**src/spi_master_pkg.sv**
```systemverilog
// shared constants, types and helpers of the buffered spi master
`default_nettype none

package spi_master_pkg;

   // system clock and serial rate table
   localparam int CLK_HZ = 40_000_000;
   localparam int BASE_RATE_BPS = 125_000;
   localparam int RATE_STEPS = 7;
   localparam logic [31:0] RATE_CODE_SLOWEST = 32'h0200_0000;

   // pin levels outside a transaction
   localparam logic CSN_IDLE = 1'b1;
   localparam logic DCX_IDLE = 1'b1;
   localparam logic MOSI_IDLE = 1'b0;

   // last bit index inside a byte
   localparam logic [2:0] BIT_LAST = 3'h7;

   typedef enum logic [2:0] {
      ST_IDLE   = 3'b000,
      ST_NEXT   = 3'b001,
      ST_FETCH  = 3'b010,
      ST_SHIFT  = 3'b011,
      ST_PAUSE  = 3'b100,
      ST_FINISH = 3'b101
   } engine_state_t;

   typedef struct packed {
      logic cpol;
      logic cpha;
      logic lsb_first;
   } spi_config_t;

   // connect bits, one per signal
   typedef struct packed {
      logic sck;
      logic chip_select;
      logic command_select_pin;
      logic mosi;
      logic miso;
   } pin_select_t;

   typedef struct packed {
      logic sck;
      logic csn_n;
      logic dcx;
      logic mosi;
   } pin_drive_t;

   typedef struct packed {
      logic start;
      logic stop;
      logic suspend;
      logic resume;
   } task_t;

   typedef struct packed {
      logic started;
      logic tx_buffer_done_event;
      logic rx_buffer_done_event;
      logic all_done;
      logic stopped;
   } event_t;

   // system clocks per half serial bit; unknown codes run at the slowest rate
   function automatic logic [7:0] half_period(input logic [31:0] code);
      int base;
      int h;
      base = CLK_HZ / (2 * BASE_RATE_BPS);
      half_period = 8'(base);
      for (int k = 0; k < RATE_STEPS; k++) begin
         h = base >> k;
         if (code == (RATE_CODE_SLOWEST << k)) begin
            half_period = 8'((h > 1) ? h : 1);
         end
      end
   endfunction : half_period

endpackage : spi_master_pkg

`default_nettype wire

```
**src/bit_synchroniser.sv**
```systemverilog
// two flip-flop synchroniser for one asynchronous level
`timescale 1ns/1ps
`default_nettype none

module bit_synchroniser (
   // clock and reset
   input wire logic clk_in,
   input wire logic rst_n_in,
   // asynchronous level in, synchronised level out
   input wire logic async_in,
   output logic sync_out
);

   typedef struct packed {
      logic first;
      logic second;
   } sync_state_t;

   sync_state_t q;
   sync_state_t d;

   // the first stage feeds only the second
   always_comb begin
      d = q;
      d.first = async_in;
      d.second = q.first;
   end

   always_ff @(posedge clk_in) begin
      if (!rst_n_in) begin
         q <= '0;
      end else begin
         q <= d;
      end
   end

   assign sync_out = q.second;

endmodule : bit_synchroniser

`default_nettype wire

```
**src/buffered_spi_master.sv**
```systemverilog
// buffered spi master engine: byte sequencing, shifter, events and pins
// Function
// - start task begins full-duplex transfer, shifting mosi out and miso in
// - tx done event once tx byte count bytes have been sent
// - rx done event once rx byte count bytes have been captured
// - transfer ends by itself, no clocking, when all bytes are handled
// - bytes beyond tx count send the over-read character
// - all-done event only after both tx and rx done events
// - stop lets the byte in progress finish in both directions
// - stopped event once fully halted after a stop
// - tx done fires at halt if it has not fired yet
// - rx done fires at halt if it has not fired yet
// - suspend pauses at byte end; resume continues the same transfer
// - command select low for command bytes, high for data bytes
// - command byte count sets leading command bytes; own pin connect
// - pin selections act only while enabled; lost at power-down
// - spi modes zero to three from cpol and cpha
// - bit order: 0 msb first, 1 lsb first
// - cpha 0 samples leading edge; cpha 1 samples trailing edge
// - received bytes beyond rx count are discarded
// - one-hot rate code picks 125 kbps up to 10 Mbps
`timescale 1ns/1ps
`default_nettype none

module buffered_spi_master #(
   parameter int CNT_W = 16,
   parameter int ADDR_W = 32
) (
   // clock and reset
   input wire logic clk_in,
   input wire logic rst_n_in,
   // control and configuration
   input wire logic enable_in,
   input wire spi_master_pkg::task_t tasks_in,
   input wire spi_master_pkg::spi_config_t config_in,
   input wire logic [31:0] rate_code_in,
   input wire logic [7:0] over_read_character_in,
   input wire logic [CNT_W-1:0] command_byte_count_in,
   input wire spi_master_pkg::pin_select_t pin_select_in,
   // transmit buffer
   input wire logic [ADDR_W-1:0] tx_buffer_pointer_in,
   input wire logic [CNT_W-1:0] tx_byte_count_in,
   output logic tx_rd_req_out,
   output logic [ADDR_W-1:0] tx_rd_addr_out,
   input wire logic [7:0] tx_rd_data_in,
   input wire logic tx_rd_valid_in,
   // receive buffer
   input wire logic [ADDR_W-1:0] rx_buffer_pointer_in,
   input wire logic [CNT_W-1:0] rx_byte_count_in,
   output logic rx_wr_req_out,
   output logic [ADDR_W-1:0] rx_wr_addr_out,
   output logic [7:0] rx_wr_data_out,
   // events and status
   output spi_master_pkg::event_t events_out,
   output logic busy_out,
   // serial pins
   input wire logic miso_in,
   output spi_master_pkg::pin_drive_t pins_out,
   output spi_master_pkg::pin_drive_t pins_oe_out
);

   typedef struct packed {
      spi_master_pkg::engine_state_t st;
      spi_master_pkg::spi_config_t cfg;
      logic [7:0] half_lim;
      logic [7:0] cnt;
      logic half;
      logic [2:0] bit_idx;
      logic [7:0] sh;
      logic [7:0] rx;
      logic [7:0] over_read_character;
      logic [CNT_W-1:0] byte_n;
      logic [CNT_W-1:0] tx_cnt;
      logic [CNT_W-1:0] rx_cnt;
      logic [CNT_W-1:0] total;
      logic [CNT_W-1:0] cmd_cnt;
      logic [ADDR_W-1:0] tx_ptr;
      logic [ADDR_W-1:0] rx_ptr;
      logic tx_fired;
      logic rx_fired;
      logic end_fired;
      logic stop_pend;
      logic susp_pend;
      logic busy;
      logic tx_rd;
      logic [ADDR_W-1:0] tx_addr;
      logic rx_wr;
      logic [ADDR_W-1:0] rx_addr;
      logic [7:0] rx_data;
      spi_master_pkg::event_t ev;
      spi_master_pkg::pin_drive_t pins;
      spi_master_pkg::pin_drive_t oe;
   } state_t;

   state_t q;
   state_t d;
   logic miso_s;
   logic miso_bit;

   // miso is a pin: two flops before the shifter sees it; this adds two
   // system clocks of sampling delay, fine since a half bit is at least two
   bit_synchroniser miso_sync (
      .clk_in(clk_in),
      .rst_n_in(rst_n_in),
      .async_in(miso_in),
      .sync_out(miso_s)
   );

   // an unconnected miso reads as zero rather than a floating level
   assign miso_bit = miso_s & pin_select_in.miso & enable_in;

   // set up the shifter for one byte and present its first bit
   function automatic state_t begin_byte(input state_t s, input logic [7:0] b);
      state_t r;
      r = s;
      r.sh = b;
      r.rx = 8'h00;
      r.bit_idx = 3'h0;
      r.half = 1'b0;
      r.cnt = s.half_lim - 1'b1;
      r.pins.mosi = s.cfg.lsb_first ? b[0] : b[7];
      r.pins.sck = s.cfg.cpol ^ s.cfg.cpha;
      r.pins.dcx = (s.byte_n >= s.cmd_cnt);
      r.st = spi_master_pkg::ST_SHIFT;
      return r;
   endfunction : begin_byte

   always_comb begin
      d = q;
      d.ev = '0;
      d.tx_rd = 1'b0;
      d.rx_wr = 1'b0;
      // pin drivers only while enabled and connected
      d.oe.sck = enable_in & pin_select_in.sck;
      d.oe.csn_n = enable_in & pin_select_in.chip_select;
      d.oe.dcx = enable_in & pin_select_in.command_select_pin;
      d.oe.mosi = enable_in & pin_select_in.mosi;
      if (tasks_in.stop) begin
         d.stop_pend = 1'b1;
      end
      if (tasks_in.suspend) begin
         d.susp_pend = 1'b1;
      end else if (tasks_in.resume) begin
         d.susp_pend = 1'b0;
      end
      // all-done one cycle after the second of the two buffer events
      if (q.tx_fired && q.rx_fired && !q.end_fired) begin
         d.ev.all_done = 1'b1;
         d.end_fired = 1'b1;
      end
      case (q.st)
         spi_master_pkg::ST_IDLE: begin
            d.pins.sck = config_in.cpol;
            d.pins.csn_n = spi_master_pkg::CSN_IDLE;
            d.pins.dcx = spi_master_pkg::DCX_IDLE;
            d.pins.mosi = spi_master_pkg::MOSI_IDLE;
            d.stop_pend = 1'b0;
            d.susp_pend = 1'b0;
            if (tasks_in.stop) begin
               d.ev.stopped = 1'b1;
            end
            if (enable_in && tasks_in.start) begin
               // counts latched here, later changes do not disturb the run
               d.cfg = config_in;
               d.half_lim = spi_master_pkg::half_period(rate_code_in);
               d.over_read_character = over_read_character_in;
               d.tx_cnt = tx_byte_count_in;
               d.rx_cnt = rx_byte_count_in;
               d.total = (tx_byte_count_in > rx_byte_count_in) ?
                         tx_byte_count_in : rx_byte_count_in;
               d.cmd_cnt = command_byte_count_in;
               d.tx_ptr = tx_buffer_pointer_in;
               d.rx_ptr = rx_buffer_pointer_in;
               d.byte_n = '0;
               d.tx_fired = 1'b0;
               d.rx_fired = 1'b0;
               d.end_fired = 1'b0;
               d.pins.sck = config_in.cpol;
               d.pins.csn_n = 1'b0;
               d.ev.started = 1'b1;
               d.st = spi_master_pkg::ST_NEXT;
            end
         end
         spi_master_pkg::ST_NEXT: begin
            if (q.byte_n == q.total || q.stop_pend) begin
               d.st = spi_master_pkg::ST_FINISH;
            end else if (q.susp_pend) begin
               d.st = spi_master_pkg::ST_PAUSE;
            end else if (q.byte_n < q.tx_cnt) begin
               d.tx_rd = 1'b1;
               d.tx_addr = q.tx_ptr + ADDR_W'(q.byte_n);
               d.st = spi_master_pkg::ST_FETCH;
            end else begin
               d = begin_byte(d, q.over_read_character);
            end
         end
         spi_master_pkg::ST_FETCH: begin
            if (tx_rd_valid_in) begin
               d = begin_byte(d, tx_rd_data_in);
            end
         end
         spi_master_pkg::ST_PAUSE: begin
            // clock rests at idle; a stop also leaves the pause
            if (!q.susp_pend || q.stop_pend) begin
               d.st = spi_master_pkg::ST_NEXT;
            end
         end
         spi_master_pkg::ST_SHIFT: begin
            if (q.cnt != 8'h00) begin
               d.cnt = q.cnt - 1'b1;
            end else begin
               d.cnt = q.half_lim - 1'b1;
               if (!q.half) begin
                  // mid-bit edge: leading for cpha 0, trailing for cpha 1
                  d.half = 1'b1;
                  d.pins.sck = ~q.pins.sck;
                  d.rx = q.cfg.lsb_first ? {miso_bit, q.rx[7:1]} :
                                           {q.rx[6:0], miso_bit};
               end else if (q.bit_idx != spi_master_pkg::BIT_LAST) begin
                  d.half = 1'b0;
                  d.bit_idx = q.bit_idx + 1'b1;
                  d.sh = q.cfg.lsb_first ? {1'b0, q.sh[7:1]} :
                                           {q.sh[6:0], 1'b0};
                  d.pins.mosi = q.cfg.lsb_first ? d.sh[0] : d.sh[7];
                  d.pins.sck = q.cfg.cpol ^ q.cfg.cpha;
               end else begin
                  // byte boundary: stop and suspend are acted on only in the next state, between bytes
                  d.pins.sck = q.cfg.cpol;
                  if (q.byte_n < q.rx_cnt) begin
                     d.rx_wr = 1'b1;
                     d.rx_addr = q.rx_ptr + ADDR_W'(q.byte_n);
                     d.rx_data = q.rx;
                  end
                  if (q.byte_n + 1'b1 == q.tx_cnt) begin
                     d.ev.tx_buffer_done_event = 1'b1;
                     d.tx_fired = 1'b1;
                  end
                  if (q.byte_n + 1'b1 == q.rx_cnt) begin
                     d.ev.rx_buffer_done_event = 1'b1;
                     d.rx_fired = 1'b1;
                  end
                  d.byte_n = q.byte_n + 1'b1;
                  d.st = spi_master_pkg::ST_NEXT;
               end
            end
         end
         spi_master_pkg::ST_FINISH: begin
            if (!q.tx_fired) begin
               d.ev.tx_buffer_done_event = 1'b1;
               d.tx_fired = 1'b1;
            end
            if (!q.rx_fired) begin
               d.ev.rx_buffer_done_event = 1'b1;
               d.rx_fired = 1'b1;
            end
            if (q.stop_pend) begin
               d.ev.stopped = 1'b1;
            end
            d.stop_pend = 1'b0;
            d.susp_pend = 1'b0;
            d.pins.csn_n = spi_master_pkg::CSN_IDLE;
            d.pins.dcx = spi_master_pkg::DCX_IDLE;
            d.pins.mosi = spi_master_pkg::MOSI_IDLE;
            d.st = spi_master_pkg::ST_IDLE;
         end
         default: begin
            d.st = spi_master_pkg::ST_IDLE;
         end
      endcase
      // disabling aborts silently; no events are owed after that
      if (!enable_in && q.st != spi_master_pkg::ST_IDLE) begin
         d.st = spi_master_pkg::ST_IDLE;
         d.pins.csn_n = spi_master_pkg::CSN_IDLE;
      end
      d.busy = (d.st != spi_master_pkg::ST_IDLE);
   end

   always_ff @(posedge clk_in) begin
      if (!rst_n_in) begin
         q <= '0;
         q.pins.csn_n <= spi_master_pkg::CSN_IDLE;
         q.pins.dcx <= spi_master_pkg::DCX_IDLE;
      end else begin
         q <= d;
      end
   end

   assign tx_rd_req_out = q.tx_rd;
   assign tx_rd_addr_out = q.tx_addr;
   assign rx_wr_req_out = q.rx_wr;
   assign rx_wr_addr_out = q.rx_addr;
   assign rx_wr_data_out = q.rx_data;
   assign events_out = q.ev;
   assign busy_out = q.busy;
   assign pins_out = q.pins;
   assign pins_oe_out = q.oe;
endmodule : buffered_spi_master

`default_nettype wire

```
**config.mk**
```make
export PLATFORM = sky130hd
export DESIGN_NAME = buffered_spi_master
export DESIGN_NICKNAME = d
export VERILOG_FILES = /design/src/spi_master_pkg.sv /design/src/bit_synchroniser.sv /design/src/buffered_spi_master.sv
export SDC_FILE = /design/constraint.sdc
export NUM_CORES = 1
export LEC_CHECK = 0
export ABC_AREA = 1
export ABC_CLOCK_PERIOD_IN_PS = 4700
export BUFFER_PORTS_ARGS = -buffer_cell sky130_fd_sc_hd__buf_2
export CELL_PAD_IN_SITES_DETAIL_PLACEMENT = 0
export CELL_PAD_IN_SITES_GLOBAL_PLACEMENT = 1
export CORE_UTILIZATION = 44
export CTS_CLUSTER_SIZE = 40
export DETAILED_ROUTE_END_ITERATION = 16
export GPL_ROUTABILITY_DRIVEN = 0
export PLACE_DENSITY_LB_ADDON = 0.1
export SLEW_MARGIN = 20
export SYNTH_ARGS = -nofsm -noshare
export SYNTH_HDL_FRONTEND = slang
export SYNTH_SLANG_ARGS = --single-unit
```
**constraint.sdc**
```tcl
create_clock -name clk_in -period 4.7 [get_ports clk_in]
set_input_delay 1.175 -clock clk_in [delete_from_list [all_inputs] [get_ports clk_in]]
set_output_delay 1.175 -clock clk_in [all_outputs]
set_load 0.05 [all_outputs]
```
Word level (Yosys, flattened, before mapping)
Index checks and enable logic that the tools add are counted. W data, S select, Z words.

Bits in registers: 289. Word-level logic and storage cells: 219. Memory bits (writable): 0. Memories: 0. Bits in latches: 0. Output and inout port bits: 88. Memory bits (read-only): 0.

Divide/modulo/power cells: 0. Muxes and demuxes: 87. Equality and inequality tests: 27. Multipliers: 0. Reduce and logical (&&, ||, !) cells: 36. $lt $le $gt $ge: 4. Shift-type cells: 0. Bitwise logic cells: 15. $add $sub $neg: 6.

Operator list (count): $mux W273 (2); $pmux W128 S3 (1); $mux W287 (1); $mux W186 (1); $mux W41 (4); $mux W155 (1); $pmux W41 S3 (1); $mux W8 (11); $pmux W28 S3 (1); $pmux W33 S2 (1); $add A32 B16 Y32 (2); $mux W16 (4); $pmux W16 S4 (1); $eq A16 B16 Y1 (3); $mux W33 (1); $pmux W11 S3 (1); $eq A32 B27 Y1 const B (1); $eq A32 B28 Y1 const B (1); $eq A32 B29 Y1 const B (1); $eq A32 B30 Y1 const B (1); $eq A32 B31 Y1 const B (1); $eq A32 B32 Y1 const B (1); $lt A16 B16 Y1 (2); $reduce_and A8 Y1 (4); other kinds (43) (127).

Depth between registers and ports, before layout
Gate-level depths: netlist (run 1).

Depth after elaboration: 11. Depth in mapped cells: 16. Depth with buffers taken out: 15.

Modules after synthesis
From an unflattened synthesis (run 1), not the netlist that was laid out.

Cells, all modules: 2480. Area, all modules: 17166.5 um^2.

By module, submodules not included: buffered_spi_master (sequential area each 5745.5 um^2, times used 1, cells an instance 2474, area an instance 17111.4 um^2); bit_synchroniser (sequential area each 40.0 um^2, times used 1, cells an instance 6, area an instance 55.1 um^2).

Worst setup path after synthesis (run 1)
No wires, ideal clock.

Path kind: input port to flip-flop. Start point: input rx_byte_count_in[15]. End point: register q[178] (netlist name). Path slack: 1852 ps. Cell stages on the path: 12. Library setup time: 134 ps. Buffers on the path: 1. Arrival time: 2714 ps. Cells stage by stage: inv_1 -> ha_1 -> nand2_1 -> inv_1 -> nand3_1 -> nor3_1 -> o21ai_0 -> nand3_1 -> nand2_1 -> clkbuf_1 -> o21ai_0 -> o211ai_1.

Word-level cells in the longest chain between the ends: 4.

RTL lines: from (decl) (line buffered_spi_master.sv:49) `input wire logic [CNT_W-1:0] rx_byte_count_in,`; $gt A16 B16 Y1 (line buffered_spi_master.sv:169) `d.total = (tx_byte_count_in > rx_byte_count_in) ?`; $mux W16 (line buffered_spi_master.sv:169); $mux W155 (line buffered_spi_master.sv:162) `if (enable_in && tasks_in.start) begin`; $pmux W128 S3 (line buffered_spi_master.sv:151) `case (q.st)`; to (decl) (line buffered_spi_master.sv:95) `state_t q;`.

No other way between the ends. The select of a mux whose other input is x is not followed. A chain may end at the register's enable or synchronous reset.

Worst setup path after layout (run 1)
Start point: register q[227] (netlist name). End point: register q, in the netlist tx_rd_addr_out[27].

Word-level cells in the longest chain between the ends: 5. Elaborated cells on any way between the ends: 10. Those cells by class: 1 x add/sub; 1 x order compare; 1 x eq/ne; 4 x mux; 1 x bitwise; 2 x reduce/logical.

RTL lines: $add A32 B16 Y32 (line buffered_spi_master.sv:191) `d.tx_addr = q.tx_ptr + ADDR_W'(q.byte_n);`; $mux W33 (line buffered_spi_master.sv:189) `end else if (q.byte_n < q.tx_cnt) begin`; $mux W273 (line buffered_spi_master.sv:187) `end else if (q.susp_pend) begin`; $mux W273 (line buffered_spi_master.sv:185) `if (q.byte_n == q.total || q.stop_pend) begin`; $pmux W33 S2 (line buffered_spi_master.sv:151).

Several ways; a longest one is shown, not always the timed one. The select of a mux whose other input is x is not followed.

==> impl_results.md, run 1 <==
- Fmax: 317 MHz
- Clock Path Buffers: 3
- CTS root buf: clkbuf_16
- Clk sinks: 289
- Area taken by multi-input logic gates: 9400 um^2
- Hpwl dp: 39500 um
- HP Class: flop to flop
- Syn Inst Count: 2543
- Post-synth net total: between 2000 and 3000
- Warning count from the yosys run: 0
- CP Max Fanout: 18
- Final worst setup slack: 1.54 ns
- First-pass GRT wire length: 83100 um
- Syn avg cell area: 6.79 um^2
- Row count: between 70 and 80
- PwrDens: 459 nW/um^2
- Number of global-route vias before repair: 15628
- Crit. End Element: flop
- Port buffer count: 264
- Area Growth Syn to Fin: 13.8%
- Min Hold Slack: 0.416 ns
- Initial core utilization: 44.7%
- DRT antenna net count: 0
- Commonest non-fill, non-tap cell in the layout: nand2_1
- Setup Fix Bufs, Post-CTS: 0
- WP data arrival: 3.65 ns
- Pin count of the biggest net entering global routing: 108
- Post-synth top area share: 33.5%
- Final Power: 9010 uW
- GRT Residual Overflow: 0
- Clock period minus worst slack: 3.16 ns
- Leakage: 0.00941 uW
- Worst-Skew Late Latency: 0.55 ns
- Reg clk slew, reported paths: 0.06 ns
- Dominant cell type by area after synthesis: dfxtp_1
- Max-slew violation count: 0
- Synth area leaders: dfxtp_1 34%, nand2_1 13%, nor2_1 7.5%
- Crit path required time: 5.19 ns
- CTS H-tree lvls: 2
- Final Cycle Share: 67.2%
- Worst-margin pin slew: approximately 1.0 ns
- Fillers: 3943
- Avg WL per Cell: 16.5 um
- Register Area: 5790 um^2
- Sequential area share after synthesis: 33.5%
- Avg Vias per Cell: 5.16
- ANT cells: 0
- Cell Area, Synth: about 17000 um^2
- Slew HR: 30.4%
- Layout cells sized above 1: 13.8%
- Initial antenna violation count: 1
- CTS Hold Buffers Added: 0
- Core box area: 38600 um^2
- Chip width: 200 um
- Commonest non-fill, non-tap cells in the layout: 575 x nand2_1, 343 x nor2_1, 289 x inv_1, 289 x dfxtp_1, 263 x buf_2
- Final hold vios: 0
- Die height: about 200 um
- Fin area: 19600 um^2
- Placed Area: 18400 um^2
- Die area: 40000 um^2
- Worst VDD drop: 0.268 mV
- Seq cells post-synth: between 200 and 300
- Drt total wl: 53300 um
- Worst Setup Start Kind: flop
- Number of nets in the layout: approximately 3000
- TritonRoute pass-1 iters: 5
- # setup viols final: 0
- Final clock skew: 0.0171 ns
- Cts repair resizes: 0
- Max-cap violations: 0
- CTS tree: built
- GR Util All Layers: roughly a quarter
- Inserted Clock Buffers: 35
- Pre-CTS setup slack: 1.12 ns
- TNS Setup: 0 ns
- WS Path Type: flop to flop
- DRT iter0 DRCs: 900
- Via count: 16739
- Unrepaired setup endpoints after global routing: no
- Post-synth cell types: 47
- Residual DRC: 0
- Status: completed
- I/O Pins: 265
==> registers in the layout, summed over array words and instances, names as in the netlist <==
name and cells:
tx_rd_req_out 1, miso_sync.sync_out 1, rx_wr_addr_out 32, tx_rd_addr_out 32
busy_out 1, events_out 5, miso_sync.d 1, rx_wr_data_out 8
rx_wr_req_out 1, pins_out 4, q 199, pins_oe_out 4
==> layer usage <==
metal / part of all wire (%) / up-vias / GRT usage (%)
li1: - / 8565 / -
met1: 48 / 7599 / 36.1
met2: 44 / 488 / 43.1
met3: 5.5 / 85 / 4.45
met4: 2.7 / 2 / 8.20
met5: 0.015 / - / 0
==> synthesized netlist by cell type (all sizes together) <==
| cell type | number |
|---|---|
| ha | 101 |
| a221oi | 2 |
| nor4 | 10 |
| fa | 2 |
| nand3b | 4 |
| o22ai | 20 |
| nor2 | 352 |
| nand2 | 578 |
| o32ai | 1 |
| a21oi | 119 |
| nor3 | 40 |
| inv | 296 |
| buf | 125 |
| o21ai | 196 |
| a21boi | 4 |
| o31ai | 2 |
| nand4 | 49 |
| clkbuf | 37 |
| nand3 | 150 |
| xnor3 | 2 |
| or2 | 8 |
| and2 | 2 |
| a22o | 38 |
| a21o | 5 |
| o211ai | 18 |
| a32oi | 1 |
| a22oi | 10 |
| a31oi | 7 |
| xnor2 | 20 |
| xor2 | 34 |
| o21a | 6 |
| o21bai | 9 |
| dfxtp | 289 |
| a211oi | 6 |
==> worst max-delay path, cell delays in order (launching register included) <==
cell and delay [ns]:
dfxtp_1 0.70, inv_1 0.20, or2_2 0.31, nand3_1 0.08
nor2_1 0.05, nand3_1 0.21, nand3_2 0.17, inv_2 0.11
nand2_2 0.09, nor2_4 0.45, nand2_1 0.44, nand2_1 0.16
nand2_1 0.06, inv_1 0.04
==> power breakdown <==
group | internal, uW | switching [uW]
clock | 1790 | 1100
combinational | 885 | 2180
sequential | 2820 | 237
total | 5490 | 3520
==> area by class of cell <==
type	count	area share, %
Clock buffer	49	5.40
Clock inverter	11	0.790
Inverter	296	5.66
Sequential cell	289	29.5
Timing Repair Buffer	283	7.53
Multi-Input combinational cell	1796	47.9
Tap cell	518	3.30
==> final timing paths <==
kind	to	from	cells after the start	slack (ns)
hold reg to reg	miso_sync.sync_out$_SDFF_PN0_	miso_sync.d[0]$_SDFF_PN0_	2	0.42
hold / removal	miso_sync.sync_out$_SDFF_PN0_	miso_sync.d[0]$_SDFF_PN0_	2	0.42
setup reg to reg	tx_rd_addr_out[27]$_SDFFE_PN0P_	q[227]$_SDFFE_PN0P_	13	1.54
setup / recovery	tx_rd_addr_out[27]$_SDFFE_PN0P_	q[227]$_SDFFE_PN0P_	13	1.54
==> per-stage QoR <==
stage,std cells,utilization (%)
6_report,3242,50.8
5_1_grt,3242,50.8
4_1_cts,3242,50.8
3_5_place_dp,3182,47.7
3_3_place_gp,3182,47.7
2_1_floorplan,2543,-
==> logic make-up after synthesis <==
group / count (synthesis) / share of synthesized area (%)
simple gates: 1193 / 29.0
flops: 289 / 33.5
xor+xnor: 56 / 3.00
fa+ha+maj: 103 / 7.56
buf+inv: 458 / 12.0
compound gates: 444 / 14.9
Power figures use the tool's default switching activity.
==> run 2, diff against run 1 <==
- ABC_CLOCK_PERIOD_IN_PS: 4700 -> 2700
- CORE_UTILIZATION: 44 -> 37
- clock period: 4.7 -> 2.7 ns (I/O delays scaled with it)
==> run 2 against run 1 <==
  * Die area rose by 19%
  * Critical path type unchanged
  * Sequential power increased by 75%
  * Register-to-register slack got worse by 1.3 ns
  * Routed wire length increased by 5.5%
==> impl_results.md, run 2 (synthesized netlist as in run 1, its figures left out) <==
- Min-delay src: miso_in
- Area Growth Syn to Fin: 16.8%
- Max-slew violation count: 0
- Critical Path Source: q[231]$_SDFFE_PN0P_
- Setup Fix Bufs, Post-CTS: 0
- Placed Area: 19000 um^2
- TritonRoute pass-1 iters: 5
- Fin area: 20200 um^2
- Pre-CTS setup slack: -0.0184 ns
- Clock Path Buffers: 3
- R2R Path End: q[259]$_SDFFE_PN0P_
- Worst-margin pin slew: a little under 0.6 ns
- Slowest cell on the critical path: dfxtp_1
- Max-cap violations: 0
- Worst-Skew Late Latency: roughly 0.55 ns
- Leakage: slightly below 0.01 uW
- Min-Delay Path Depth: 3
- Crit path max-delay family: simple AND/OR/NAND/NOR gates
- WP data arrival: roughly 2.9 ns
- I/O Pins: 265
- Die area: between 40000 and 50000 um^2
- Cell mode on critical path: nand2_1
- Met1 wire length: 26800 um
- Via count: 16820
- Slowest stage delay, CP: 0.34 ns
- Buffers plus inverters on the worst setup path: 3
- Avg WL per Cell: between 15 and 20 um
- Reg2Reg Setup Slack: 0.25 ns
- Clk sinks: 289
- Number of nets in the layout: approximately 3000
- Initial antenna violation count: 2
- Final hold vios: 0
- Crit-path cells: buf_4, inv_1, nand2_1, nand2_1, nor3_1, nand2_1, nor2_1, nand3_1, nand2_1, nand2_1, nand4_2, buf_12, nand2_1, nand2_1, nor2_1
- WS Path Type: flop to flop
- Final worst setup slack: 0.253 ns
- Die height: 218 um
- Pin count of the biggest net entering global routing: 93
- Unrepaired setup endpoints after global routing: no
- Final Cycle Share: 90.6%
- DRT iter0 DRCs: 965
- Status: completed
- Residual DRC: 0
- Slew HR: 60.2%
- Initial core utilization: 37.8%
- Layout cells sized above 1: 15.3%
- Register Area: 5790 um^2
- HP Class: input pin to flop
- Area taken by multi-input logic gates: 9420 um^2
- R2R Path Start: q[231]$_SDFFE_PN0P_
- CTS tree: built
- Commonest non-fill, non-tap cell in the layout: nand2_1
- GR Util All Layers: 23.8%
- Top sig layer: met4
- Hpwl dp: 43500 um
- Met3 wire length: 2800 um
- Avg Vias per Cell: 5.00
- CTS root buf: clkbuf_16
- Row count: 78
- Reg clk slew, reported paths: 0.06 ns
- CTS H-tree lvls: 2
- Largest register FFs: 199
- DRT antenna net count: 0
- Critical path depth: 15
- Worst setup path endpoint: q[259]$_SDFFE_PN0P_
- Fin util: 44.1%
- First-pass GRT wire length: 88600 um
- Final clock skew: around 0.013 ns
- Number of global-route vias before repair: around 16000
- Fmax: 409 MHz
- FF-to-FF path depth: 15
- Met2 WL: 25300 um
- Crit. End Element: flop
- Port buffer count: 264
- CP Max Fanout: 23
- PwrDens: 776 nW/um^2
- TNS Setup: 0 ns
- Clock period minus worst slack: 2.45 ns
- Worst Setup Start Kind: flop
- Chip width: 218 um
- Commonest non-fill, non-tap cells in the layout: 573 x nand2_1, 342 x nor2_1, 289 x inv_1
- GRT Residual Overflow: 0
- Core box area: ~46000 um^2
- Reg with most FFs: q
- Fillers: about 4900
- ANT cells: 0
- Inserted Clock Buffers: 36
- # setup viols final: 0
- Worst VDD drop: 0.552 mV
- Crit path required time: 3.14 ns
- Drt total wl: 56300 um
[run 2: cell types whose count changed in the layout (fill, tap and decap cells not counted), sizes merged]
cell	before	now
buf	283	327
clkinv	8	4
clkinvlp	0	2
inv	295	296
clkbuf	49	52
bufinv	4	1
[run 2: how the worst min path moves through the flow]
stage,slack [ns],end
2_1_floorplan,0.39,miso_sync.sync_out$_SDFF_PN0_
3_3_place_gp,0.39,miso_sync.sync_out$_SDFF_PN0_
3_5_place_dp,0.41,miso_sync.sync_out$_SDFF_PN0_
4_1_cts,0.29,miso_sync.d[0]$_SDFF_PN0_
5_1_grt,0.32,q[151]$_SDFFE_PN0P_
6_report,0.32,miso_sync.d[0]$_SDFF_PN0_
[run 2: what timing repair did]
item,4_1_cts,5_1_grt
cloned,0,0
endpoints found under the setup margin,2,37
resized for setup,1,9
hold buffers,0,0
[run 2: tightest hold or removal path: cells and delay by family]
kind / cells / cell delay, ns
buffers and inverters: 2 / 0.12
AND/OR/NAND/NOR: 1 / 0.04
[run 2: layer usage]
metal	vias to the layer above	GRT usage [%]
met4	0	6.67
met3	74	3.46
met5	-	0
met1	7663	32.4
li1	8657	-
met2	426	38.9
[run 2: area by class of cell]
type / count / area share (%)
multi-input combinational: 1796 / 46.8
clock buffer: 52 / 5.27
timing repair buffer: 327 / 9.66
inverter: 296 / 5.51
clock inverter: 7 / 0.341
sequential: 289 / 28.7
tap: 600 / 3.73
[run 2: report_power, final]
group          switching [uW]  internal (uW)
combinational            3840           1740
clock                    1910           2810
sequential                433           4900
[run 2: stage by stage]
step           power (uW)  hold WS (ns)  instances
3_3_place_gp        10900         0.395       3308
2_1_floorplan        9460         0.390       2543
5_1_grt             16700         0.316       3367
3_5_place_dp        11000         0.407       3308
4_1_cts             15800         0.288       3367
6_report            15600         0.320       3367
